===== config.mk =====
export PLATFORM = sky130hd
export DESIGN_NAME = vpqm_mapper
export DESIGN_NICKNAME = d
export VERILOG_FILES = /design/src/core/vpqm_pkg.sv /design/src/core/vpqm_mapper.sv
export SDC_FILE = /design/constraint.sdc
export NUM_CORES = 1
export LEC_CHECK = 0
export BUFFER_PORTS_ARGS = -buffer_cell sky130_fd_sc_hd__clkbuf_2
export CORE_UTILIZATION = 50
export CTS_BUF_LIST = sky130_fd_sc_hd__clkbuf_2
export DETAILED_ROUTE_END_ITERATION = 10
export PLACE_DENSITY = 0.77
export SYNTH_ARGS = -nofsm -noshare
export SYNTH_HDL_FRONTEND = slang
export SYNTH_SLANG_ARGS = --single-unit

===== constraint.sdc =====
create_clock -name clock -period 5 [get_ports clock]
set_clock_uncertainty 0.1 [all_clocks]
set_input_delay 0.25 -clock clock [delete_from_list [all_inputs] [get_ports clock]]
set_output_delay 0.25 -clock clock [all_outputs]
set_load 0.1 [all_outputs]

===== src/core/vpqm_pkg.sv =====
// Package with register map, field layout and types for the priority queue mapper
package vpqm_pkg;
    localparam logic [7:0] VPQM_ADDR_MAP_LOW = 8'h80;
    localparam logic [7:0] VPQM_ADDR_MAP_HIGH = 8'h81;
    localparam logic [7:0] VPQM_ADDR_FOLD = 8'h82;
    localparam logic [7:0] VPQM_RST_MAP_LOW = 8'h50;
    localparam logic [7:0] VPQM_RST_MAP_HIGH = 8'hfa;
    localparam logic [1:0] VPQM_RST_SPLIT = 2'h2;
    localparam logic [1:0] VPQM_RST_FOLD_RSVD_HI = 2'h0;
    localparam logic [1:0] VPQM_RST_FOLD_RSVD_MID = 2'h1;
    localparam logic [1:0] VPQM_RST_FOLD_RSVD_TOP = 2'h0;
    localparam int VPQM_SPLIT_LSB = 6;
    localparam int VPQM_FIELD_W = 2;
    localparam int VPQM_PCP_COUNT = 8;
    localparam logic [7:0] VPQM_RDATA_NONE = 8'h00;
    localparam logic [1:0] VPQM_Q_LOWEST = 2'h0;
    localparam logic [1:0] VPQM_Q_HIGHEST = 2'h3;
    localparam logic [1:0] VPQM_Q_MID_LOW = 2'h1;
    localparam logic [1:0] VPQM_Q_MID_HIGH = 2'h2;

    typedef struct packed {
        logic valid;
        logic use_dscp;
        logic [2:0] pcp;
        logic [1:0] dscp_queue;
    } vpqm_req_t;

    typedef struct packed {
        logic valid;
        logic [1:0] queue;
        logic two_q_high;
    } vpqm_res_t;
endpackage


===== src/core/vpqm_mapper.sv =====
// Priority to egress queue mapper with its three control registers
// Function
// - Tagged frame's queue is the 2-bit field selected by its 3-bit priority
// - Queue 3 is highest, queue 0 lowest, four queues 0 to 3
// - Priorities 0-3 in first register, 4-7 in second, two bits each ascending
// - Reset maps 0,1 to 0; 2,3 to 1; 4,5 to 2; 6,7 to 3
// - Fold to low/high only in two-queue mode, source 802.1p or DiffServ
// - In two-queue mode result 0 goes low, result 3 goes high
// - Result 1 follows split bit 0, result 2 follows split bit 1
module vpqm_mapper
(
    input wire logic clock,
    input wire logic rst_n,
    input wire logic [7:0] reg_addr,
    input wire logic reg_wr,
    input wire logic [7:0] reg_wdata,
    output logic [7:0] reg_rdata,
    input wire logic two_queue_mode,
    input vpqm_pkg::vpqm_req_t req,
    output vpqm_pkg::vpqm_res_t res
);

////////////////////////////////////////////////////////////////////////////////
// Registers and internal signals
logic [7:0] map_low_r;
logic [7:0] map_high_r;
logic [1:0] two_queue_split_select_r;
logic [7:0] reg_rdata_nxt;
logic [7:0] reg_rdata_r;
logic sel_map_low;
logic sel_map_high;
logic sel_fold;
logic wr_map_low;
logic wr_map_high;
logic wr_fold;
logic [15:0] map_all;
logic [1:0] pcp_queue_field [vpqm_pkg::VPQM_PCP_COUNT];
logic [1:0] mapped;
logic fold_high;
vpqm_pkg::vpqm_res_t res_nxt;
logic res_valid_r;
logic [1:0] res_queue_r;
logic res_high_r;

////////////////////////////////////////////////////////////////////////////////
// Address decode
assign sel_map_low = (reg_addr == vpqm_pkg::VPQM_ADDR_MAP_LOW);
assign sel_map_high = (reg_addr == vpqm_pkg::VPQM_ADDR_MAP_HIGH);
assign sel_fold = (reg_addr == vpqm_pkg::VPQM_ADDR_FOLD);
assign wr_map_low = reg_wr & sel_map_low;
assign wr_map_high = reg_wr & sel_map_high;
assign wr_fold = reg_wr & sel_fold;

////////////////////////////////////////////////////////////////////////////////
// Map fields for priorities 0 to 3
always_ff @(posedge clock)
begin
    if (!rst_n)
    begin
        map_low_r <= vpqm_pkg::VPQM_RST_MAP_LOW;
    end
    else if (wr_map_low)
    begin
        map_low_r <= reg_wdata;
    end
end

// Map fields for priorities 4 to 7
always_ff @(posedge clock)
begin
    if (!rst_n)
    begin
        map_high_r <= vpqm_pkg::VPQM_RST_MAP_HIGH;
    end
    else if (wr_map_high)
    begin
        map_high_r <= reg_wdata;
    end
end

// Two-queue split field; other bits of this register are fixed
always_ff @(posedge clock)
begin
    if (!rst_n)
    begin
        two_queue_split_select_r <= vpqm_pkg::VPQM_RST_SPLIT;
    end
    else if (wr_fold)
    begin
        two_queue_split_select_r <= reg_wdata[vpqm_pkg::VPQM_SPLIT_LSB +: vpqm_pkg::VPQM_FIELD_W];
    end
end

////////////////////////////////////////////////////////////////////////////////
// Read back; reserved fold bits show fixed values
always_comb
begin
    reg_rdata_nxt = vpqm_pkg::VPQM_RDATA_NONE;
    case (reg_addr)
        vpqm_pkg::VPQM_ADDR_MAP_LOW:
        begin
            reg_rdata_nxt = map_low_r;
        end
        vpqm_pkg::VPQM_ADDR_MAP_HIGH:
        begin
            reg_rdata_nxt = map_high_r;
        end
        vpqm_pkg::VPQM_ADDR_FOLD:
        begin
            reg_rdata_nxt = {two_queue_split_select_r, vpqm_pkg::VPQM_RST_FOLD_RSVD_TOP,
                vpqm_pkg::VPQM_RST_FOLD_RSVD_MID, vpqm_pkg::VPQM_RST_FOLD_RSVD_HI};
        end
        default:
        begin
            reg_rdata_nxt = vpqm_pkg::VPQM_RDATA_NONE;
        end
    endcase
end

// Read data register; follows the address one cycle later
always_ff @(posedge clock)
begin
    if (!rst_n)
    begin
        reg_rdata_r <= vpqm_pkg::VPQM_RDATA_NONE;
    end
    else
    begin
        reg_rdata_r <= reg_rdata_nxt;
    end
end

assign reg_rdata = reg_rdata_r;

////////////////////////////////////////////////////////////////////////////////
// Field lookup
assign map_all = {map_high_r, map_low_r};

genvar gi;
generate
    for (gi = 0; gi < vpqm_pkg::VPQM_PCP_COUNT; gi++)
    begin : g_field
        assign pcp_queue_field[gi] = map_all[gi*vpqm_pkg::VPQM_FIELD_W +: vpqm_pkg::VPQM_FIELD_W];
    end
endgenerate

// Source of the four-level result
always_comb
begin
    if (req.use_dscp)
    begin
        mapped = req.dscp_queue;
    end
    else
    begin
        mapped = pcp_queue_field[req.pcp];
    end
end

// Two-queue fold
always_comb
begin
    case (mapped)
        vpqm_pkg::VPQM_Q_LOWEST:
        begin
            fold_high = 1'b0;
        end
        vpqm_pkg::VPQM_Q_MID_LOW:
        begin
            fold_high = two_queue_split_select_r[0];
        end
        vpqm_pkg::VPQM_Q_MID_HIGH:
        begin
            fold_high = two_queue_split_select_r[1];
        end
        vpqm_pkg::VPQM_Q_HIGHEST:
        begin
            fold_high = 1'b1;
        end
        default:
        begin
            fold_high = 1'b0;
        end
    endcase
end

// Next result
always_comb
begin
    res_nxt.valid = req.valid;
    res_nxt.queue = mapped;
    res_nxt.two_q_high = two_queue_mode & fold_high;
end

////////////////////////////////////////////////////////////////////////////////
// Result valid; stands one cycle per request
always_ff @(posedge clock)
begin
    if (!rst_n)
    begin
        res_valid_r <= 1'b0;
    end
    else
    begin
        res_valid_r <= res_nxt.valid;
    end
end

// Queue number; held until the next request
always_ff @(posedge clock)
begin
    if (!rst_n)
    begin
        res_queue_r <= vpqm_pkg::VPQM_Q_LOWEST;
    end
    else if (req.valid)
    begin
        res_queue_r <= res_nxt.queue;
    end
end

// Two-queue side; held until the next request
always_ff @(posedge clock)
begin
    if (!rst_n)
    begin
        res_high_r <= 1'b0;
    end
    else if (req.valid)
    begin
        res_high_r <= res_nxt.two_q_high;
    end
end

assign res = '{valid: res_valid_r, queue: res_queue_r, two_q_high: res_high_r};

endmodule


=== Word-level counts from Yosys, hierarchy flattened ===
Index checks and enable logic that the tools add are counted.

* Output and inout bits: 12
* Word-level logic and storage cells: 26
* Register bits: 30
* Input port bits: 27

* Equal/unequal tests: 6
* Reduce and logical (&&, ||, !) cells: 1
* Mux-type cells: 6
* Bitwise operators: 5
* Magnitude comparators: 1

{| class="wikitable"
|+ Operators with widths
! operator !! count
|-
| equality test 8 bit (second input constant) || 3
|-
| case mux 8 bit (3 select lines) || 1
|-
| binary-select mux 2 bit (select 3 bit) || 1
|-
| 2-to-1 mux 2 bit || 3
|-
| AND 1 bit || 4
|-
| equality test 2 bit (second input constant) || 2
|-
| greater-or-equal comparator 4 bit (second input constant) || 1
|-
| NOT 3 -> 4 bit || 1
|-
| case mux 1 bit (4 select lines) || 1
|-
| equality test 2 x 1 -> 1 bit (second input constant) || 1
|-
| zero test 2 bit || 1
|}

=== Depth between registers and ports, before layout ===
Gate-level depths: netlist of run 1.

* Word-level depth: 8
* Gate-level depth with buffers: 6
* Depth with buffers taken out: 5

=== Worst setup path after synthesis of run 1 ===
No wires, ideal clock.

* Path type: input to register
* Start: input reg_addr[6]
* End: register map_low_r[4]
* Data required time: 4.771 ns
* Data arrival time: 1.548 ns
* Setup time: 0.129 ns
* Buffers on the path: 1
* Stages on the path: 6
* Setup slack: 3.222 ns
* Path through: or4b_4 -> nor3_4 -> and4bb_1 -> buf_6 -> mux2i_1 -> nand2_1

* Longest elaborated chain between the ends: 2

{| class="wikitable"
|+ Ends and longest elaborated chain
! element !! line !! text
|-
| start: declaration || vpqm_mapper.sv:14 || <nowiki>input wire logic [7:0] reg_addr,</nowiki>
|-
| equality test 8 bit || vpqm_mapper.sv:47 || <nowiki>assign sel_map_low = (reg_addr == vpqm_pkg::VPQM_ADDR_MAP_LOW);</nowiki>
|-
| AND 1 bit || vpqm_mapper.sv:50 || <nowiki>assign wr_map_low = reg_wr & sel_map_low;</nowiki>
|-
| end signal: assignment || vpqm_mapper.sv:60 || <nowiki>map_low_r <= vpqm_pkg::VPQM_RST_MAP_LOW;</nowiki>
|-
| end signal: assignment || vpqm_mapper.sv:64 || <nowiki>map_low_r <= reg_wdata;</nowiki>
|-
| end: declaration || vpqm_mapper.sv:25 || <nowiki>logic [7:0] map_low_r;</nowiki>
|}

No other way between the ends.
A chain may end at the register's enable or synchronous reset.

=== Worst setup path after layout of run 1 ===
* Start: input reg_addr[6]
* End: register map_high_r[7]

* Longest elaborated chain between the ends: 2

{| class="wikitable"
|+ Ends and longest elaborated chain
! element !! line !! text
|-
| equality test 8 bit || vpqm_mapper.sv:48 || <nowiki>assign sel_map_high = (reg_addr == vpqm_pkg::VPQM_ADDR_MAP_HIGH);</nowiki>
|-
| AND 1 bit || vpqm_mapper.sv:51 || <nowiki>assign wr_map_high = reg_wr & sel_map_high;</nowiki>
|-
| end signal: assignment || vpqm_mapper.sv:73 || <nowiki>map_high_r <= vpqm_pkg::VPQM_RST_MAP_HIGH;</nowiki>
|-
| end signal: assignment || vpqm_mapper.sv:77 || <nowiki>map_high_r <= reg_wdata;</nowiki>
|-
| end: declaration || vpqm_mapper.sv:26 || <nowiki>logic [7:0] map_high_r;</nowiki>
|}

No other way between the ends.

==> impl_metrics.csv, run 1 <==
group,metric,value,unit
sta,fin_tns_setup,0,ps
min_path,whs_path_depth,3,
logic_synthesis,synthTopCellsByCount,"35 x mux2i_1, 30 x dfxtp_1, 12 x nand2_1, 12 x nor2b_1, 9 x nor2_1",
sta,setup_slack,3158,ps
floorplanning,start_util,53.55,%
floorplanning,design.die.area,0.002889,sq mm
logic_synthesis,synth_fp_nets,154,
power,ir_worst_vdd,178.7,uV
route,drt_drc_violations_left,0,
sta,hold_violations,0,
floorplanning,pin_count,39,
cells_and_area,area_delta_synth_final,18.60,%
logic_synthesis,synth-adder-area-share,0,%
placed_design,hpwlAfterDp,1882,microns
worst_setup_path,crit_start,"reg_addr[6]",
cts,clk_pin_slew,150,ps
worst_setup_path,r2r_cells,5,
sta,report.final.slew_viol_count,0,
sta,fin_crit_sh,36.84,%
placed_design,gp_congestion,0.7266,
route,vias,1015,
logic_synthesis,ys_seq_area_share,44.86,%
worst_setup_path,crit_end,"map_high_r[7]",
route,viasPerCell,5.126,
placed_design,pre_cts_slack,2766,ps
logic_synthesis,synth_top_area_cell,"dfxtp_1",
cts,cts_buffer_depth,2,
logic_synthesis,synthDistinctLibCells,22,
grt,grt_max_degree,26,
route,routedWlPerCell,12.82,microns
worst_setup_path,crit_fanout,8,
min_path,worstHoldPathType,"in2reg",
worst_setup_path,crit_path_start_kind,"input pin",
logic_synthesis,synth_xor_area_share,0,%
sta,max_freq,542.9,MHz
logic_synthesis,ys.warnings.count,0,
grt,grt_use_total,19.84,%
run_status,outcome,"complete, no violations",
logic_synthesis,ys_seq_elements,30,
logic_synthesis,synthTopCellsByArea,"dfxtp_1 45%, mux2i_1 26%, nor2b_1 5.6%, mux4_2 3.4%, nand2_1 3.4%",
route,wl,2538,microns
grt,overflow,0,
floorplanning,die_y,53.75,microns
logic_synthesis,synthDominantCellAreaShare,44.86,%
cts,worstSkewPairLatency,360,ps
route,drt_first_pass_iters,4,
sta,setup_viol,0,
cells_and_area,drive_gt1_share,29.17,%
logic_synthesis,async_flop_share,0,%
sta,period_minus_slack,1842,ps
worst_setup_path,timing.rr.start,"map_high_r[7]",
logic_synthesis,synth_mux_area_share,29.53,%
worst_setup_path,r2r_end,"res_queue_r[1]",
flow_run,cap_violations,0,
cts,ctsRootBufferMaster,"clkbuf_2",
logic_synthesis,yosysMostFrequentCell,"mux2i_1",
worst_setup_path,rrSetupSlack,3450,ps
route,ant_nets,0,
placed_design,portBuffers,38,
floorplanning,rows,18,
floorplanning,coreArea,0.002500,sq mm
logic_synthesis,synth_edf_count,0,
sta,hold_ws,18.86,ps
power,powerDensity,258.2,mW/mm^2
route,drtIter0Drc,6,
cts,cts_tree,"done",
cts,numCtsBuffers,5,
sta,relSlewSlack,58.41,%
floorplanning,dieWidth,53.75,microns
cts,cts_sinks,30,
cells_and_area,num-nets-final,194,
logic_synthesis,synth_top_family_by_area,"multiplexers",
grt,grt_pass1_vias,924,
logic_synthesis,synth_compound_area_share,2.991,%
cts,cts_setup_buffers,0,
cts,htreeDepth,2,
logic_synthesis,syn_avg_cell_area,10.54,sq um
logic_synthesis,synthSimpleGateAreaFrac,19.07,%
worst_setup_path,arrival,2000,ps
worst_setup_path,crit_required,5160,ps
logic_synthesis,syn_inst,127,
power,p_leak,0.7563,nW
logic_synthesis,synth_flop_cell,"dfxtp_1",
sta,grt_setup_unrepaired,"false",
worst_setup_path,crit_type,"in2reg",
grt,antenna_found_initial,0,
logic_synthesis,syn_area,0.001339,sq mm
worst_setup_path,crit_path_end_kind,"flop",
sta,tightestPinTransition,620.6,ps
cells_and_area,final_cells,198,
grt,grt_first_pass_wirelength,3884,microns
placed_design,post-place-cells,187,
cells_and_area,diodes,0,
kinds of logic after synthesis:
family                 count (synthesis)
muxes                                 37
and+or+nand+nor                       45
DFF                                   30
buffers and inverters                  8
AOI/OAI and AO/OA                      7
final cells by class:
class / count / area (sq um)
fillers: 199 / 912.1
multi-input cells: 89 / 690.7
flip-flops and latches: 30 / 600.6
repair buffers: 41 / 220.2
well taps: 30 / 37.54
clock buffers: 6 / 30.03
clock inverters: 2 / 8.758
critical path: stages:
cell and delay [ps]:
clkbuf_2 80, or4b_4 540, nor3_4 190, nand4b_1 540
mux2i_1 340, nand2_1 70
repair_timing:
item / in CTS / in global routing
gates resized for setup: 0 / 0
hold buffers: 3 / 0
endpoints found under the hold margin: 3 / 0
metrics by stage:
step                      utilization [%]  cell area (sq um)  power, mW
after floorplan                         -               1339     0.2827
after global placement              60.76               1519     0.2986
after detailed placement            60.76               1519     0.2996
after CTS                           63.51               1588     0.4145
after global routing                63.51               1588     0.4290
final                               63.51               1588     0.4100
cell usage in the layout, fill, tap and decap left out, types with 2 or more instances in the layout:
master and n:
clkbuf_2 44, mux2i_1 35, dfxtp_1 30, nand2_1 12
nor2b_1 12, nor2_1 9, nand3b_1 3, a21oi_1 3
nand3_1 3, dlygate4sd3_1 3, mux4_2 2, o21ai_1 2
where the power goes:
part	total, mW	leakage (nW)	internal, mW	switching (mW)
clock	0.114	0.0304	0.0343	0.0798
combinational	0.0534	0.483	0.0207	0.0328
sequential	0.242	0.243	0.241	0.00103
total	0.410	0.756	0.296	0.114
state kept, by name (all words and copies together), names as in the netlist:
name	cells
map_high_r	8
map_low_r	8
reg_rdata	8
res_queue_r	2
two_queue_split_select_r	2
res_high_r	1
res_valid_r	1
how the worst min path moves through the flow:
stage                          endpoint  slack (ps)          from
after floorplan             res_valid_r         270        req[6]
after global placement       res_high_r         370    res_high_r
after detailed placement   map_low_r[4]         390  reg_wdata[4]
after CTS                 map_high_r[3]           9  reg_wdata[3]
after global routing      map_high_r[7]          10  reg_wdata[7]
final                     map_high_r[3]          20  reg_wdata[3]
per-layer routing:
| layer | part of all wire (%) | vias up | global-route usage, % |
|---|---|---|---|
| met5 | 0 | - | 0 |
| met4 | 2.1 | 0 | 11.84 |
| met3 | 4.0 | 7 | 5.932 |
| met2 | 47 | 24 | 32.92 |
| met1 | 47 | 460 | 22.13 |
| li1 | - | 524 | - |
Note: power is estimated with default switching activity, not from simulation.
==> run 2, diff against run 1 <==
- CORE_UTILIZATION: 50 -> 48
- PLACE_DENSITY: 0.77 -> 0.78
- clock period: 5 -> 1.65 ns (I/O delays scaled with it)
==> run 2 against run 1 <==
The run now ends with negative hold slack left. Largest cell class unchanged. Critical endpoint is now reg_rdata[2]. Combinational power rose to 3.6 times the previous value. Sequential power rose to 3.0 times the previous value. Global-route usage rose by 3.7 points. Flip-flop and latch count unchanged.
==> impl_metrics.csv, run 2 (synthesis results as in run 1) <==
group,metric,value,unit
route,wl,2963,microns
floorplanning,start_util,52.61,%
worst_setup_path,r2r_cells,5,
sta,grt_setup_unrepaired,"false",
route,drtIter0Drc,11,
grt,overflow,0,
worst_setup_path,crit_required,1850,ps
min_path,whs_path_depth,5,
sta,setup_viol,0,
sta,relSlewSlack,64.19,%
cells_and_area,regArea,600.6,sq um
worst_setup_path,crit_fanout,5,
worst_setup_path,rrSetupSlack,120,ps
flow_run,cap_violations,0,
sta,period_minus_slack,1566,ps
power,powerDensity,724.0,mW/mm^2
min_path,holdPathEnd,"res_high_r",
floorplanning,die_y,54.81,microns
route,drt_drc_violations_left,0,
run_status,outcome,"finished with violations",
floorplanning,dieWidth,54.81,microns
cts,cts_setup_buffers,0,
placed_design,hpwlAfterDp,2118,microns
worst_setup_path,arrival,1770,ps
placed_design,gp_congestion,0.7413,
cts,ctsRootBufferMaster,"clkbuf_2",
route,viasPerCell,5.189,
run_status,violations,"negative hold slack",
grt,antenna_found_initial,0,
cts,clk_pin_slew,150,ps
grt,grt_max_degree,17,
sta,max_freq,638.4,MHz
grt,grt_use_total,23.49,%
sta,fin_tns_setup,0,ps
cts,cts_sinks,30,
placed_design,portBuffers,38,
worst_setup_path,critical-path-max-stage-delay,590,ps
power,ir_worst_vdd,698.2,uV
cts,htreeDepth,2,
cells_and_area,final_util,69.42,%
min_path,hold_start,"req[1]",
sta,hold_ws,-2.450,ps
cells_and_area,multi_input_area,694.4,sq um
route,vias,1126,
worst_setup_path,crit_type,"in2reg",
worst_setup_path,crit_slowest_cell,"dlygate4sd3_1",
grt,grt_first_pass_wirelength,4774,microns
route,ant_nets,0,
route,drt_first_pass_iters,4,
route,dr_wl_met2,1447,microns
worst_setup_path,crit_path_end_kind,"flop",
worst_setup_path,crit_chain,"clkbuf_2 > or4b_4 > nor3_4 > dlygate4sd3_1 > nand2_1 > a21oi_1",
cells_and_area,drive_gt1_share,29.95,%
cells_and_area,area_delta_synth_final,31.96,%
cts,cts_tree,"done",
floorplanning,design.die.area,0.003004,sq mm
grt,grt_pass1_vias,1078,
cts,worstSkewPairLatency,370,ps
worst_setup_path,r2r_end,"res_high_r",
min_path,worstHoldPathType,"in2reg",
sta,tightestPinTransition,539.4,ps
worst_setup_path,timing.rr.start,"map_high_r[4]",
route,top_layer_used,"met4",
floorplanning,pin_count,39,
route,dr_wl_met3,139,microns
cts,cts_buffer_depth,2,
power,p_leak,0.8415,nW
cells_and_area,diodes,0,
sta,report.final.slew_viol_count,0,
cts,numCtsBuffers,5,
sta,fin_crit_sh,94.93,%
cells_and_area,final_common_cell,"clkbuf_2",
route,wl_met1,1290,microns
floorplanning,coreArea,0.002545,sq mm
cells_and_area,nFillCells,207,
power,power,1.279,mW
route,routedWlPerCell,13.65,microns
cells_and_area,final_cell_mix,"44 x clkbuf_2, 35 x mux2i_1, 30 x dfxtp_1",
worst_setup_path,crit_path_start_kind,"input pin",
cells_and_area,num-nets-final,213,
floorplanning,rows,18,
sta,hold_violations,1,
run 2: changes by cell type in the layout (fill, tap and decap cells not counted), sizes merged:
cell	before	now
dlygate4sd3	3	16
buf	0	6
run 2: final cells by class:
class	count	share of cell area, %
clock buffers	6	1.700
repair buffers	60	22.38
clock inverters	2	0.4958
flip-flops and latches	30	33.99
multi-input cells	89	39.31
well taps	30	2.125
run 2: per-stage QoR:
| stage | area (sq um) | cells | worst slack (ps) |
|---|---|---|---|
| 3_5_place_dp | 1564 | 193 | -137.7 |
| 6_report | 1767 | 217 | 83.58 |
| 4_1_cts | 1763 | 217 | 70.83 |
| 2_1_floorplan | 1339 | 127 | 39.90 |
| 3_3_place_gp | 1564 | 193 | -90.94 |
| 5_1_grt | 1767 | 217 | 13.94 |
run 2: worst max-delay path by stage:
| stage | from | to | slack (ps) | cells after the start |
|---|---|---|---|---|
| floorplan | reg_addr[6] | map_low_r[4] | 40 | 6 |
| global placement | reg_addr[6] | map_low_r[4] | -90 | 7 |
| detailed placement | reg_addr[6] | map_low_r[5] | -140 | 7 |
| CTS | map_low_r[7] | res_queue_r[1] | 70 | 5 |
| global route | reg_addr[6] | reg_rdata[2] | 10 | 6 |
| finish | reg_addr[6] | reg_rdata[2] | 80 | 6 |
run 2: worst max-delay path, delay by kind of cell:
family	cells	cell delay, ps
AND/OR/NAND/NOR	3	900
AO/OA/AOI/OAI	1	120
buffers and inverters	2	670
run 2: repair_timing:
item                                    4_1_cts  5_1_grt
endpoints found under the setup margin        0        4
hold endpoints to repair                     27        0
resized for setup                             0        1
hold buffers                                 16        0
run 2: per-layer routing:
| layer | GRT usage, % | up-vias |
|---|---|---|
| li1 | - | 561 |
| met2 | 39.36 | 34 |
| met1 | 25.97 | 519 |
| met4 | 13.68 | 0 |
| met5 | 0 | - |
| met3 | 6.944 | 12 |
run 2: power by group:
group          internal, mW  switching, mW
clock                 0.104          0.250
sequential            0.732        0.00299
combinational        0.0836          0.107
total                 0.919          0.360
==> run 3, diff against run 2 <==
- CORE_UTILIZATION: 48 -> 50
- PLACE_DENSITY: 0.78 -> 0.77
- clock period: 1.65 -> 1.6 ns (I/O delays scaled with it)
==> run 3 against run 2 <==
The flow now finishes without violations. Sequential power grew 3.0%. Global-route usage fell by 0.75 points. Clock power rose by 47%. Via count down 2.2%. Final area shrank 0.21%. Critical path depth down 1. First-iteration DRC count up 18%. Sequential share of layout area rose by 0.43 points. Utilization up 1.1 points. Power increased by 15%. Flip-flop and latch count unchanged. Largest cell class unchanged. Highest routed layer unchanged.
==> impl_metrics.csv, run 3 (synthesis results as in run 1) <==
group,metric,value,unit
cells_and_area,area_delta_synth_final,31.68,%
placed_design,portBuffers,38,
route,dr_wl_met3,131,microns
floorplanning,pin_count,39,
worst_setup_path,cp_top_family,"multiplexers",
sta,tightestPinTransition,542.9,ps
min_path,worstHoldPathType,"in2reg",
cells_and_area,drive_gt1_share,34.43,%
sta,period_minus_slack,1505,ps
route,ant_nets,0,
cells_and_area,diodes,0,
worst_setup_path,crit_path_start_kind,"flop",
worst_setup_path,crit_slowest_cell,"mux4_2",
grt,antenna_found_initial,0,
placed_design,hpwlAfterDp,2078,microns
worst_setup_path,crit_required,1790,ps
sta,hold_ws,12.62,ps
floorplanning,dieWidth,53.75,microns
grt,grt_max_degree,17,
run_status,outcome,"complete, no violations",
worst_setup_path,crit_chain,"mux2i_1 > mux4_2 > o21ai_2 > o211ai_1 > nand3_1",
floorplanning,die_y,53.75,microns
cts,cts_tree,"done",
route,dr_wl_met2,1503,microns
placed_design,gp_congestion,0.7860,
cells_and_area,nFillCells,198,
cts,htreeDepth,2,
power,p_leak,0.8401,nW
worst_setup_path,cp.buffers_inverters,0,
flow_run,cap_violations,0,
route,routedWlPerCell,13.73,microns
route,drtIter0Drc,13,
floorplanning,rows,18,
grt,overflow,0,
grt,grt_use_total,22.73,%
sta,fin_crit_sh,94.05,%
cts,ctsRootBufferMaster,"clkbuf_2",
cts,clk_pin_slew,150,ps
floorplanning,start_util,53.55,%
worst_setup_path,crit_path_end_kind,"flop",
cells_and_area,final_common_cell,"clkbuf_2",
sta,relSlewSlack,63.96,%
route,wl_met1,1251,microns
sta,max_freq,664.5,MHz
grt,grt_pass1_vias,1011,
route,drt_first_pass_iters,4,
floorplanning,coreArea,0.002500,sq mm
sta,setup_viol,0,
route,top_layer_used,"met4",
sta,report.final.slew_viol_count,0,
cts,cts_setup_buffers,0,
cells_and_area,num-nets-final,209,
power,powerDensity,836.1,mW/mm^2
cells_and_area,final_util,70.52,%
worst_setup_path,crit_type,"reg2reg",
cts,cts_buffer_depth,2,
route,drt_drc_violations_left,0,
cts,worstSkewPairLatency,360,ps
floorplanning,design.die.area,0.002889,sq mm
route,viasPerCell,5.169,
route,vias,1101,
worst_setup_path,critical-path-max-stage-delay,490,ps
worst_setup_path,crit_fanout,3,
worst_setup_path,arrival,1700,ps
route,wl,2925,microns
sta,grt_setup_unrepaired,"false",
power,ir_worst_vdd,836.0,uV
cts,cts_sinks,30,
grt,grt_first_pass_wirelength,4402,microns
sta,hold_violations,0,
cts,numCtsBuffers,5,
cells_and_area,final_cell_mix,"45 x clkbuf_2, 35 x mux2i_1, 25 x dfxtp_1",
## run 3: power breakdown
| part | switching [mW] | internal (mW) |
|---|---|---|
| clock network | 0.243 | 0.279 |
| registers | 0.00324 | 0.754 |
| logic | 0.111 | 0.0835 |
## run 3: worst paths after layout
check / endpoint / cells after the start / slack (ps) / startpoint
setup / recovery: res_high_r / 5 / 100 / map_low_r[7]
hold / removal: res_high_r / 5 / 10 / req[0]
setup reg to reg: res_high_r / 5 / 100 / map_low_r[7]
hold reg to reg: res_high_r / 2 / 420 / res_high_r
## run 3: metrics by stage
stage | setup WS, ps | instance area [sq um] | TNS [ps] | total power [mW] | instances
floorplan | -7.604 | 1339 | -15.21 | 0.8834 | 127
global placement | -114.2 | 1564 | -896.5 | 0.9380 | 193
detailed placement | -187.5 | 1564 | -1691 | 0.9408 | 193
CTS | 48.34 | 1749 | 0 | 1.487 | 213
global route | 16.98 | 1763 | 0 | 1.531 | 213
finish | 95.14 | 1763 | 0 | 1.474 | 213
## run 3: tightest hold or removal path, delay by kind of cell
| kind | cells | cell delay (ps) |
|---|---|---|
| AOI/OAI and AO/OA | 2 | 140 |
| and+or+nand+nor | 2 | 130 |
| buffers and inverters | 1 | 80 |
## run 3: layout make-up
| type | instances | area, sq um | area share, % |
|---|---|---|---|
| Timing Repair Buffer | 56 | 355.3 | 20.16 |
| Clock buffer | 7 | 35.03 | 1.987 |
| Clock inverter | 1 | 30.03 | 1.703 |
| Multi-Input combinational cell | 89 | 698.2 | 39.60 |
| Tap cell | 30 | 37.54 | 2.129 |
| Sequential cell | 30 | 606.8 | 34.42 |
## run 3: repair_timing
| action | in CTS | in global routing |
|---|---|---|
| hold buffers | 12 | 0 |
| gates resized for setup | 0 | 7 |
| endpoints found under the setup margin | 0 | 3 |
| hold endpoints to repair | 23 | 0 |
## run 3: per-layer routing
metal / vias up / global-route usage (%)
li1: 552 / -
met1: 519 / 25.26
met2: 26 / 38.68
met3: 4 / 5.932
met4: 0 / 13.16
met5: - / 0
